===== src/fwec_map.svh =====
`ifndef FWEC_MAP_SVH
`define FWEC_MAP_SVH

// special register addresses (page selects the window for the level pair)
`define FWEC_ADDR_LVL_LOW   8'h93
`define FWEC_ADDR_LVL_HIGH  8'h94
`define FWEC_ADDR_PAGE      8'hA7
`define FWEC_ADDR_KEY       8'hB7
`define FWEC_ADDR_PROGRAM_STORE_CONTROL     8'h8F
`define FWEC_ADDR_SCALE     8'hB6
`define FWEC_ADDR_RESET_SOURCE_REGISTER    8'hEF
`define FWEC_PAGE_LVL       8'h01

// field positions
`define FWEC_PROGRAM_STORE_CONTROL_WE_BIT   0
`define FWEC_PROGRAM_STORE_CONTROL_EE_BIT   1
`define FWEC_SCALE_WT_BIT   4
`define FWEC_RST_MON_BIT    1
`define FWEC_STAT_LOCK_BIT  0
`define FWEC_STAT_OUT_BIT   1

// key codes and values
`define FWEC_KEY_FIRST      8'hA5
`define FWEC_KEY_SECOND     8'hF1
`define FWEC_ERASED_BYTE    8'hFF
`define FWEC_SHORT_LIMIT    16'h00FF

// reset values
`define FWEC_RST_LVL_LOW    8'h40
`define FWEC_RST_LVL_HIGH   8'h80
`define FWEC_RST_ZERO       8'h00

// timing: write time in ns, erase time in us, clock period in ns
`define FWEC_CLK_NS         5
`define FWEC_WRITE_NS       20000
`define FWEC_ERASE_US       20000
`define FWEC_CAL_CYCLES     16

`endif


===== src/fwec_pkg.sv =====
package fwec_pkg;
	typedef enum logic [1:0] {
		FWEC_LOCKED,
		FWEC_FIRST_SEEN,
		FWEC_UNLOCKED,
		FWEC_LOCKOUT
	} fwec_lock_t;

	typedef enum logic [1:0] {
		FWEC_IDLE,
		FWEC_WRITE,
		FWEC_ERASE
	} fwec_op_t;
endpackage : fwec_pkg


===== src/fwec_op_timer.sv =====
`include "fwec_map.svh"

// counts one flash operation down and pulses done at its end
module fwec_op_timer
	import fwec_pkg::*;
#(
	parameter int CW = 24
) (
	input  wire logic          core_clk_in,
	input  wire logic          nrst_in,
	input  wire logic          start_in,
	input  wire logic [CW-1:0] cycles_in,
	output logic               busy_out,
	output logic               done_out
);
	logic [CW-1:0] cnt_ff;
	logic [CW-1:0] nxt_cnt;
	logic          busy_ff;
	logic          nxt_busy;
	logic          done_ff;
	logic          nxt_done;

	// load on start, count down, flag the last cycle
	always_comb begin
		nxt_cnt  = cnt_ff;
		nxt_busy = busy_ff;
		nxt_done = 1'b0;
		if (start_in && !busy_ff) begin
			nxt_cnt  = cycles_in;
			nxt_busy = 1'b1;
		end else if (busy_ff) begin
			if (cnt_ff <= CW'(1)) begin
				nxt_busy = 1'b0;
				nxt_done = 1'b1;
				nxt_cnt  = '0;
			end else begin
				nxt_cnt = cnt_ff - CW'(1);
			end
		end
	end

	always_ff @(posedge core_clk_in) begin
		if (!nrst_in) begin
			cnt_ff  <= '0;
			busy_ff <= 1'b0;
			done_ff <= 1'b0;
		end else begin
			cnt_ff  <= nxt_cnt;
			busy_ff <= nxt_busy;
			done_ff <= nxt_done;
		end
	end

	assign busy_out = busy_ff;
	assign done_out = done_ff;
endmodule : fwec_op_timer


===== src/fwec_ctrl.sv =====
// Overview of operation
// - flash written one byte per operation
// - writes only clear bits; erase gives FF
// - hardware times each write and erase
// - core stalled for whole flash operation
// - uninitialised part programmable only by debug
// - short-address writes limited to 0x00FF
// - regulator calibrated after every reset
// - high threshold non-power reset holds reset when reg_lo_cal_in is high
// - power-on reset restores low threshold
// - key codes A5 then F1 required
// - any gap allowed between key codes
// - wrong key locks out until reset
// - operation while locked locks out too
// - lock closes at launch of every software operation
// - write enable steers moves to flash
// - pages of 512 bytes, erased whole
// - erase enable plus write erases page
`include "fwec_map.svh"

module fwec_ctrl
	import fwec_pkg::*;
#(
	parameter int AW           = 17,
	parameter int PAGE_BYTES   = 512,
	parameter int WRITE_CYCLES = (`FWEC_WRITE_NS + `FWEC_CLK_NS - 1) / `FWEC_CLK_NS,
	parameter int ERASE_CYCLES = (`FWEC_ERASE_US * 1000 + `FWEC_CLK_NS - 1) / `FWEC_CLK_NS
) (
	input  wire logic          core_clk_in,
	input  wire logic          nrst_in,
	input  wire logic          por_in,
	input  wire logic          initialized_in,
	input  wire logic          reg_lo_cal_in,
	input  wire logic          sfr_wr_in,
	input  wire logic [7:0]    sfr_addr_in,
	input  wire logic [7:0]    sfr_wdata_in,
	input  wire logic [7:0]    sfr_rd_addr_in,
	output logic      [7:0]    sfr_rdata_out,
	input  wire logic          mov_wr_in,
	input  wire logic          mov_short_in,
	input  wire logic [AW-1:0] mov_addr_in,
	input  wire logic [7:0]    mov_data_in,
	input  wire logic          dbg_wr_in,
	input  wire logic          dbg_erase_in,
	input  wire logic [AW-1:0] dbg_addr_in,
	input  wire logic [7:0]    dbg_data_in,
	input  wire logic [7:0]    flash_rdata_in,
	output logic               flash_wr_out,
	output logic               flash_erase_out,
	output logic      [AW-1:0] flash_addr_out,
	output logic      [7:0]    flash_wdata_out,
	output logic               ram_wr_out,
	output logic               stall_out,
	output logic               hold_reset_out,
	output logic               mon_high_out
);
	localparam int CW = 32;

	fwec_lock_t    lock_ff;
	fwec_lock_t    nxt_lock;
	fwec_op_t      op_ff;
	fwec_op_t      nxt_op;
	logic [7:0]    program_store_control_ff, nxt_program_store_control;
	logic [7:0]    scale_ff, nxt_scale;
	logic [7:0]    page_ff, nxt_page;
	logic [7:0]    lvl_lo_ff, nxt_lvl_lo;
	logic [7:0]    lvl_hi_ff, nxt_lvl_hi;
	logic [7:0]    reset_source_register_ff, nxt_reset_source_register;
	logic          mon_high_ff, nxt_mon_high;
	logic          hold_ff, nxt_hold;
	logic [4:0]    cal_ff, nxt_cal;
	logic          lo_s1_ff, lo_s2_ff;
	logic          init_s1_ff, init_s2_ff;
	logic [AW-1:0] addr_ff, nxt_addr;
	logic [7:0]    data_ff, nxt_data;
	logic          start;
	logic [CW-1:0] op_cycles;
	logic          busy;
	logic          done;
	logic          sw_req;
	logic          key_wr;
	logic          cal_busy;

	assign key_wr   = sfr_wr_in && sfr_addr_in == `FWEC_ADDR_KEY;
	assign cal_busy = cal_ff != 5'h00;

	// pin-side levels pass two flops
	always_ff @(posedge core_clk_in) begin
		lo_s1_ff   <= reg_lo_cal_in;
		lo_s2_ff   <= lo_s1_ff;
		init_s1_ff <= initialized_in;
		init_s2_ff <= init_s1_ff;
	end

	// software flash write request, gated by enables and short range
	always_comb begin
		sw_req = mov_wr_in && program_store_control_ff[`FWEC_PROGRAM_STORE_CONTROL_WE_BIT] && init_s2_ff;
		if (mov_short_in && {{(32-AW){1'b0}}, mov_addr_in} > 32'(`FWEC_SHORT_LIMIT))
			sw_req = 1'b0;
	end

	// lock machine and operation launch
	always_comb begin
		nxt_lock = lock_ff;
		nxt_op   = op_ff;
		nxt_addr = addr_ff;
		nxt_data = data_ff;
		start    = 1'b0;
		if (done) begin
			nxt_op = FWEC_IDLE;
		end
		if (key_wr && lock_ff != FWEC_LOCKOUT) begin
			unique case (lock_ff)
				FWEC_LOCKED: nxt_lock = (sfr_wdata_in == `FWEC_KEY_FIRST) ?
					FWEC_FIRST_SEEN : FWEC_LOCKOUT;
				FWEC_FIRST_SEEN: nxt_lock = (sfr_wdata_in == `FWEC_KEY_SECOND) ?
					FWEC_UNLOCKED : FWEC_LOCKOUT;
				default: nxt_lock = FWEC_LOCKOUT;
			endcase
		end else if (op_ff == FWEC_IDLE && !busy && sw_req) begin
			if (lock_ff == FWEC_UNLOCKED) begin
				start    = 1'b1;
				nxt_lock = FWEC_LOCKED;
				nxt_addr = mov_addr_in;
				nxt_data = mov_data_in;
				nxt_op   = program_store_control_ff[`FWEC_PROGRAM_STORE_CONTROL_EE_BIT] ? FWEC_ERASE : FWEC_WRITE;
			end else begin
				nxt_lock = FWEC_LOCKOUT;
			end
		end else if (op_ff == FWEC_IDLE && !busy && (dbg_wr_in || dbg_erase_in)) begin
			start    = 1'b1;
			nxt_addr = dbg_addr_in;
			nxt_data = dbg_data_in;
			nxt_op   = dbg_erase_in ? FWEC_ERASE : FWEC_WRITE;
		end
		op_cycles = (nxt_op == FWEC_ERASE) ? CW'(ERASE_CYCLES) : CW'(WRITE_CYCLES);
	end

	// control, scale, page, level and reset-source registers
	always_comb begin
		nxt_program_store_control    = program_store_control_ff;
		nxt_scale    = scale_ff;
		nxt_page     = page_ff;
		nxt_lvl_lo   = lvl_lo_ff;
		nxt_lvl_hi   = lvl_hi_ff;
		nxt_reset_source_register   = reset_source_register_ff;
		nxt_mon_high = mon_high_ff;
		if (sfr_wr_in) begin
			unique case (sfr_addr_in)
				`FWEC_ADDR_PROGRAM_STORE_CONTROL:  nxt_program_store_control  = sfr_wdata_in & 8'h03;
				`FWEC_ADDR_SCALE:  nxt_scale  = sfr_wdata_in;
				`FWEC_ADDR_PAGE:   nxt_page   = sfr_wdata_in;
				`FWEC_ADDR_RESET_SOURCE_REGISTER: nxt_reset_source_register = sfr_wdata_in;
				`FWEC_ADDR_LVL_LOW:
					if (page_ff == `FWEC_PAGE_LVL) nxt_lvl_lo = sfr_wdata_in;
					else nxt_mon_high = sfr_wdata_in[7];
				`FWEC_ADDR_LVL_HIGH:
					if (page_ff == `FWEC_PAGE_LVL) nxt_lvl_hi = sfr_wdata_in;
				default: ;
			endcase
		end
	end

	// calibration after every reset and high-threshold reset hold
	always_comb begin
		nxt_cal  = cal_busy ? cal_ff - 5'h01 : cal_ff;
		nxt_hold = hold_ff;
		if (por_in) nxt_hold = 1'b0;
	end

	always_ff @(posedge core_clk_in) begin
		if (!nrst_in) begin
			lock_ff   <= FWEC_LOCKED;
			op_ff     <= FWEC_IDLE;
			addr_ff   <= '0;
			data_ff   <= `FWEC_RST_ZERO;
			program_store_control_ff  <= `FWEC_RST_ZERO;
			scale_ff  <= `FWEC_RST_ZERO;
			page_ff   <= `FWEC_RST_ZERO;
			reset_source_register_ff <= `FWEC_RST_ZERO;
			cal_ff    <= 5'(`FWEC_CAL_CYCLES);
		end else begin
			lock_ff   <= nxt_lock;
			op_ff     <= nxt_op;
			addr_ff   <= nxt_addr;
			data_ff   <= nxt_data;
			program_store_control_ff  <= nxt_program_store_control;
			scale_ff  <= nxt_scale;
			page_ff   <= nxt_page;
			reset_source_register_ff <= nxt_reset_source_register;
			cal_ff    <= nxt_cal;
		end
	end

	// monitor state survives non-power resets; power-on restores low
	always_ff @(posedge core_clk_in) begin
		if (por_in) begin
			mon_high_ff <= 1'b0;
			hold_ff     <= 1'b0;
			lvl_lo_ff   <= `FWEC_RST_LVL_LOW;
			lvl_hi_ff   <= `FWEC_RST_LVL_HIGH;
		end else if (!nrst_in) begin
			mon_high_ff <= mon_high_ff;
			hold_ff     <= hold_ff | (mon_high_ff & lo_s2_ff);
			lvl_lo_ff   <= lvl_lo_ff;
			lvl_hi_ff   <= lvl_hi_ff;
		end else begin
			mon_high_ff <= nxt_mon_high;
			hold_ff     <= nxt_hold;
			lvl_lo_ff   <= nxt_lvl_lo;
			lvl_hi_ff   <= nxt_lvl_hi;
		end
	end

	fwec_op_timer #(.CW(CW)) u_timer (
		.core_clk_in (core_clk_in),
		.nrst_in     (nrst_in),
		.start_in    (start),
		.cycles_in   (op_cycles),
		.busy_out    (busy),
		.done_out    (done)
	);

	// register readback
	always_comb begin
		unique case (sfr_rd_addr_in)
			`FWEC_ADDR_PROGRAM_STORE_CONTROL:    sfr_rdata_out = program_store_control_ff;
			`FWEC_ADDR_SCALE:    sfr_rdata_out = scale_ff;
			`FWEC_ADDR_PAGE:     sfr_rdata_out = page_ff;
			`FWEC_ADDR_RESET_SOURCE_REGISTER:   sfr_rdata_out = reset_source_register_ff;
			`FWEC_ADDR_KEY:      sfr_rdata_out = {6'h00, lock_ff == FWEC_LOCKOUT,
				lock_ff == FWEC_UNLOCKED};
			`FWEC_ADDR_LVL_LOW:  sfr_rdata_out = page_ff == `FWEC_PAGE_LVL ? lvl_lo_ff
				: {mon_high_ff, 7'h00};
			`FWEC_ADDR_LVL_HIGH: sfr_rdata_out = page_ff == `FWEC_PAGE_LVL ? lvl_hi_ff
				: 8'h00;
			default:             sfr_rdata_out = 8'h00;
		endcase
	end

	// flash array strobes; write data ANDed with the old byte
	assign flash_wr_out    = op_ff == FWEC_WRITE && done;
	assign flash_erase_out = op_ff == FWEC_ERASE && done;
	assign flash_addr_out  = (op_ff == FWEC_ERASE) ?
		(addr_ff & ~AW'(PAGE_BYTES - 1)) : addr_ff;
	assign flash_wdata_out = (op_ff == FWEC_ERASE) ? `FWEC_ERASED_BYTE
		: (data_ff & flash_rdata_in);
	assign ram_wr_out      = mov_wr_in && !program_store_control_ff[`FWEC_PROGRAM_STORE_CONTROL_WE_BIT];
	assign stall_out       = op_ff != FWEC_IDLE || cal_busy;
	assign hold_reset_out  = hold_ff;
	assign mon_high_out    = mon_high_ff;
endmodule : fwec_ctrl


===== config.mk =====
export PLATFORM = sky130hd
export DESIGN_NAME = fwec_ctrl
export DESIGN_NICKNAME = d
export VERILOG_FILES = /design/src/fwec_pkg.sv /design/src/fwec_op_timer.sv /design/src/fwec_ctrl.sv
export VERILOG_INCLUDE_DIRS = /design/src /design/src/src
export SDC_FILE = /design/constraint.sdc
export NUM_CORES = 1
export LEC_CHECK = 0
export BUFFER_PORTS_ARGS = -buffer_cell sky130_fd_sc_hd__buf_2
export CAP_MARGIN = 20
export CELL_PAD_IN_SITES_DETAIL_PLACEMENT = 0
export CELL_PAD_IN_SITES_GLOBAL_PLACEMENT = 1
export CORE_UTILIZATION = 44
export CTS_BUF_LIST = sky130_fd_sc_hd__clkbuf_8
export DETAILED_ROUTE_END_ITERATION = 10
export PLACE_DENSITY = 0.93
export SYNTH_ARGS = -nofsm -noshare
export SYNTH_HDL_FRONTEND = slang
export SYNTH_SLANG_ARGS = --single-unit
export TNS_END_PERCENT = 50

===== constraint.sdc =====
create_clock -name core_clk_in -period 6.9 [get_ports core_clk_in]
set_input_delay 1.38 -clock core_clk_in [delete_from_list [all_inputs] [get_ports core_clk_in]]
set_output_delay 1.38 -clock core_clk_in [all_outputs]
set_load 0.03 [all_outputs]

Word level (Yosys, flattened, before mapping)

Cells that the tools add are included.

Register bits: 116
Input bits: 92
Output and inout bits: 39
Logic and storage cells: 125

Add/sub/neg operators: 2
$lt $le $gt $ge: 2
Equal/unequal tests: 25
Muxes and demuxes: 37
Bitwise gates (word level): 7
Reductions and logical operators: 32

Operator list:

| kind                    | number |
|---|---|
| $eq A8 B8 Y1 const B    | 16 |
| $mux W32                | 3 |
| $pmux W8 S7             | 1 |
| $mux W17                | 3 |
| $mux W8                 | 6 |
| $le A32 B1 Y1 const B   | 1 |
| $sub A32 B1 Y32 const B | 1 |
| $mux W2                 | 11 |
| $mux W22                | 1 |
| $gt A17 B8 Y1 const B   | 1 |
| $logic_and A1 B1 Y1     | 12 |
| $reduce_and A4 Y1       | 3 |
| $mux W1                 | 10 |
| $mux W9                 | 1 |
| $and A8 B8 Y8           | 1 |
| $eq A2 B2 Y1 const B    | 4 |
| $eq A8 B1 Y1 const B    | 1 |
| $reduce_and A2 Y1       | 4 |
| $reduce_bool A2 Y1      | 4 |
| $reduce_bool A5 Y1      | 1 |
| $sub A5 B1 Y5 const B   | 1 |
| $eq A2 B1 Y1 const B    | 2 |
| $logic_not A2 Y1        | 2 |
| $not A1 Y1              | 4 |
| other kinds (9)         | 11 |

Logic depth before layout (Yosys ltp)

Depth after elaboration: 9
Mapped depth: 10
Mapped depth without buffers: 8

By module

From an unflattened synthesis, not the netlist that was laid out.

Cell total of the unflattened synthesis: 743
Area total of the unflattened synthesis: 6292.3 um^2

Modules (own cells, without submodules):

| module        | times used | cells an instance | area each (um^2) | sequential area each (um^2) |
|---|---|---|---|---|
| fwec_ctrl     | 1          | 479               | 4184.0           | 1641.6 |
| fwec_op_timer | 1          | 264               | 2108.3           | 680.7 |

Least setup slack after synthesis

No wires, ideal clock.

Path type: input to output
Start: input port sfr_rd_addr_in[3]
End: output port sfr_rdata_out[7]
Data arrival time: 3.185 ns
Required time: 5.520 ns
Setup slack: 2.335 ns
Cell stages on the path: 5
Buffers on the path: 0
Path through: nor3b_1 -> nand3b_1 -> nor3_1 -> a221oi_1 -> o21ai_0

Cells in the longest elaborated chain, start to end: 2
Elaborated cells on any way between the ends: 8
Classes of those cells: 7 x eq/ne; 1 x mux

RTL lines:

| item            | RTL line         | text |
|---|---|---|
| start, declared | fwec_ctrl.sv:37  | `input wire logic [7:0] sfr_rd_addr_in,` |
| $eq A8 B8 Y1    | fwec_ctrl.sv:226 | `unique case (sfr_rd_addr_in)` |
| $pmux W8 S7 *   | fwec_ctrl.sv:226 |  |
| end, declared   | fwec_ctrl.sv:38  | `output logic [7:0] sfr_rdata_out,` |

Mark *: on every way between the ends. The rest lies on a longest branch, timed or not.

Worst setup path after layout

Start: input port sfr_rd_addr_in[3]
End: output port sfr_rdata_out[4]

Same word-level chain as after synthesis.

==> key figures <==
Logic synthesis
  • Synth Instances: 698
  • Synth top area cells: dfxtp_1, nor2_1, mux2i_1
  • Async set-or-reset flop fraction in the synthesized netlist: 0%
  • Synth cell types: 62
  • Post-synth design cell area: between 5000 and 6000 sq um
  • Post-synthesis net count: between 700 and 800
  • Primary FF master, synth: dfxtp_1
  • Post-synth top area share: about 41%
  • Area leader, netlist: dfxtp_1
  • Sequential area share after synthesis: around 41%
  • Post-synthesis register bit count: 116
  • YS warnings: 0
  • Synth Area per Inst: 8.17 sq um
  • Post-synth EDFFs: 0

Timing
  • Setup TNS: 0 ns
  • Slew Limit Fails: 0
  • Hold Vio Cnt, Final: 0
  • Least-Margin Pin Slew: about 1 ns
  • Endpoints failing setup: 0
  • Fmax: roughly 210 MHz
  • Worst setup margin: 2.10 ns
  • RSZ-0062 raised after global routing: no
  • Hold slack: 0.324 ns
  • Worst Skew: 0.0134 ns
  • Rel. slew slack: between 30% and 40%
  • Period utilization: a little over two thirds
  • Tmin final: 4.80 ns

Clock tree
  • H-Tree Depth: 4
  • Resize count post-CTS: 0
  • CTS tree: done
  • Setup Fix Bufs, Post-CTS: 0
  • Worst-path clk slew: roughly 0.07 ns
  • Clk buf depth: 2
  • Clk sinks: about 120
  • Clock insertion delay at the later pin of the skew report: ~0.45 ns
  • CTS Buf Count: 17
  • Clock tree root driver cell: clkbuf_8
  • Hold Buf Count CTS: 0

GRT
  • Global-route wire length before repair: roughly 25 mm
  • Initial antenna violation count: 0
  • Grt total ovfl: 0
  • Number of global-route vias before repair: approximately 5.2k
  • Largest net degree at the start of global routing: 86
  • GR Util All Layers: a little under a quarter

Finish
  • Flip-flop and latch area: approximately 2300 sq um
  • Final instance area: 6800 sq um
  • Number of inserted diodes: 0
  • FILL cells: between 1k and 1.5k
  • Final core utilization: a little over half
  • Final net count: ~900
  • Fraction of layout cells with a size suffix above 1: between 20 and 25%
  • Fin cells: between 900 and 1k
  • Multi-input logic area: roughly 3200 sq um
  • Layout area overhead: 19.3%

Critical path
  • Critical Path AT: around 3.4 ns
  • Reg-to-reg startpoint: u_timer.cnt_ff[18]$_SDFFE_PN0P_
  • WP buf/inv: 2
  • Critical path required time: approximately 5.5 ns
  • Crit end category: primary output
  • CP peak stage delay: between 0.7 and 0.8 ns
  • Worst Setup Path Type: input port to primary output
  • Worst path cell trace: buf_2 > nor3b_1 > nand3b_1 > nor3_1 > a22oi_1 > o21ai_0 > buf_2
  • Most used cell, CP: buf_2
  • Critical path's slowest cell: nor3_1
  • Crit path max fanout: 9
  • Setup crit start: sfr_rd_addr_in[3]
  • Startpoint types: input port
  • CP delay by family, top: simple AND/OR/NAND/NOR gates

Routing
  • Routed wl met2: just over 7 mm
  • DR pass1 iterations: 5
  • M1 WL: ~6.6 mm
  • ANT nets after route: 0
  • DRC viols: 0
  • Initial DRC count: between 200 and 300
  • Via Count: approximately 5.5k
  • Top routing layer in use: met4
  • Routed vias/inst: approximately 5.6
  • DR WL/cell: 15.2 microns
  • Routed WL: ~15 mm
  • Met3 wire len: 1.09 mm

Floorplanning
  • Core area: around 13000 sq um
  • I/O Pins: ~130
  • Initial Util: 45.2%
  • Die X-Extent: around 120 microns
  • Area of the die: 13400 sq um
  • Cell row count: 41
  • Die Ht: 116 microns

Placement
  • Post-DP HPWL: 10.6 mm
  • PortBufs: 130
  • Placement Setup Slack: 2.17 ns
  • Gp weighted congestion: 0.792
  • Placed insts: 955
  • Placed instance area: roughly 6400 sq um

Worst hold path
  • Hold wc startpoint: init_s1_ff$_DFF_P_
  • Hold Path Class: flip-flop to flip-flop

Job
  • MaxCap Viol Count: 0

Power
  • Final Power: ~2.2 mW
  • VDD IR max: approximately 0.00017 V
  • PwrDens: roughly 320 nW/um^2
  • Leakage: between 2 and 3 nW

Status
  • Status: completed
[final timing paths]
path | end | slack [ns] | cells after the start
setup / recovery | sfr_rdata_out[4] | 2.10 | 7
hold / removal | init_s2_ff$_DFF_P_ | 0.32 | 0
setup reg to reg | u_timer.cnt_ff[16]$_SDFFE_PN0P_ | 3.82 | 6
hold reg to reg | init_s2_ff$_DFF_P_ | 0.32 | 0
[routing by layer]
metal / GRT usage [%] / up-vias
met5: 0 / -
met4: 8.97 / 0
met3: 5.75 / 18
met2: 40.4 / 206
met1: 27.3 / 2593
li1: - / 2726
[cell type report]
| cell class | instances | area share (%) |
|---|---|---|
| clock inverters | 13 | 2.08 |
| repair buffers | 134 | 10.1 |
| well taps | 172 | 3.16 |
| inverters | 6 | 0.331 |
| flip-flops and latches | 116 | 34.1 |
| clock buffers | 19 | 3.84 |
| multi-input cells | 529 | 46.3 |
[cells by family (layout without fill, tap and decap cells)]
logic type	count (synthesis)	in the layout	share of synthesized area, %
adder cells (fa/ha/maj)	3	3	0.658
XOR/XNOR	11	11	1.69
buffers and inverters	53	172	4.26
AND/OR/NAND/NOR	322	322	26.4
flip-flops	116	116	40.7
AO/OA/AOI/OAI	149	149	18.5
multiplexers	44	44	7.74
[worst register-to-register path: cells and delay by family (launching register included)]
family	cells	cell delay [ns]
and+or+nand+nor	3	1.11
buffers and inverters	1	0.34
AOI/OAI and AO/OA	2	1.17
DFF	1	0.36
[state kept, by name, indices dropped and copies added (netlist names), 2 cells and up]
name	flops
lvl_lo_ff	8
cal_ff	5
data_ff	8
op_ff	2
lvl_hi_ff	8
reset_source_register_ff	8
lock_ff	2
addr_ff	17
u_timer.cnt_ff	32
scale_ff	8
page_ff	8
program_store_control_ff	2
[power by group]
part | internal, mW | switching [mW]
logic | 0.250 | 0.441
registers | 0.758 | 0.0697
clock network | 0.368 | 0.276
[cells in the final DEF (no fill, tap or decap), types with 12 or more instances in the layout]
master / instances
clkbuf_8: 19
a311oi_1: 26
nor2_1: 113
dfxtp_1: 116
o21ai_1: 16
mux2i_1: 43
a21oi_1: 29
buf_2: 130
o21ai_0: 18
or3_1: 12
nand2_1: 101
nor3_1: 20
[synth_stat cells, types with 2 or more instances]
cell type / number
dfxtp_1: 116
nor2_1: 115
nand2_1: 101
mux2i_1: 43
clkbuf_1: 33
a21oi_1: 29
a311oi_1: 26
nor3_1: 20
o21ai_0: 18
o21ai_1: 16
or3_1: 12
a22oi_1: 11
and2_1: 11
a31oi_1: 8
buf_4: 8
nor4_1: 7
a222oi_1: 6
inv_1: 6
nand4_1: 6
nor2b_1: 6
or4_1: 6
xnor2_1: 6
a211oi_1: 5
buf_2: 5
nand2b_1: 5
nand3b_1: 5
xor2_1: 5
a221oi_1: 4
nand3_1: 4
nor4b_1: 4
o21a_1: 4
and4_1: 3
ha_1: 3
nand4b_1: 3
or2_2: 3
a211o_1: 2
a21boi_0: 2
a311o_1: 2
and3_1: 2
o41a_1: 2
o41ai_2: 2
or4_4: 2
or4b_2: 2
Note: power is estimated with default switching activity, not from simulation.
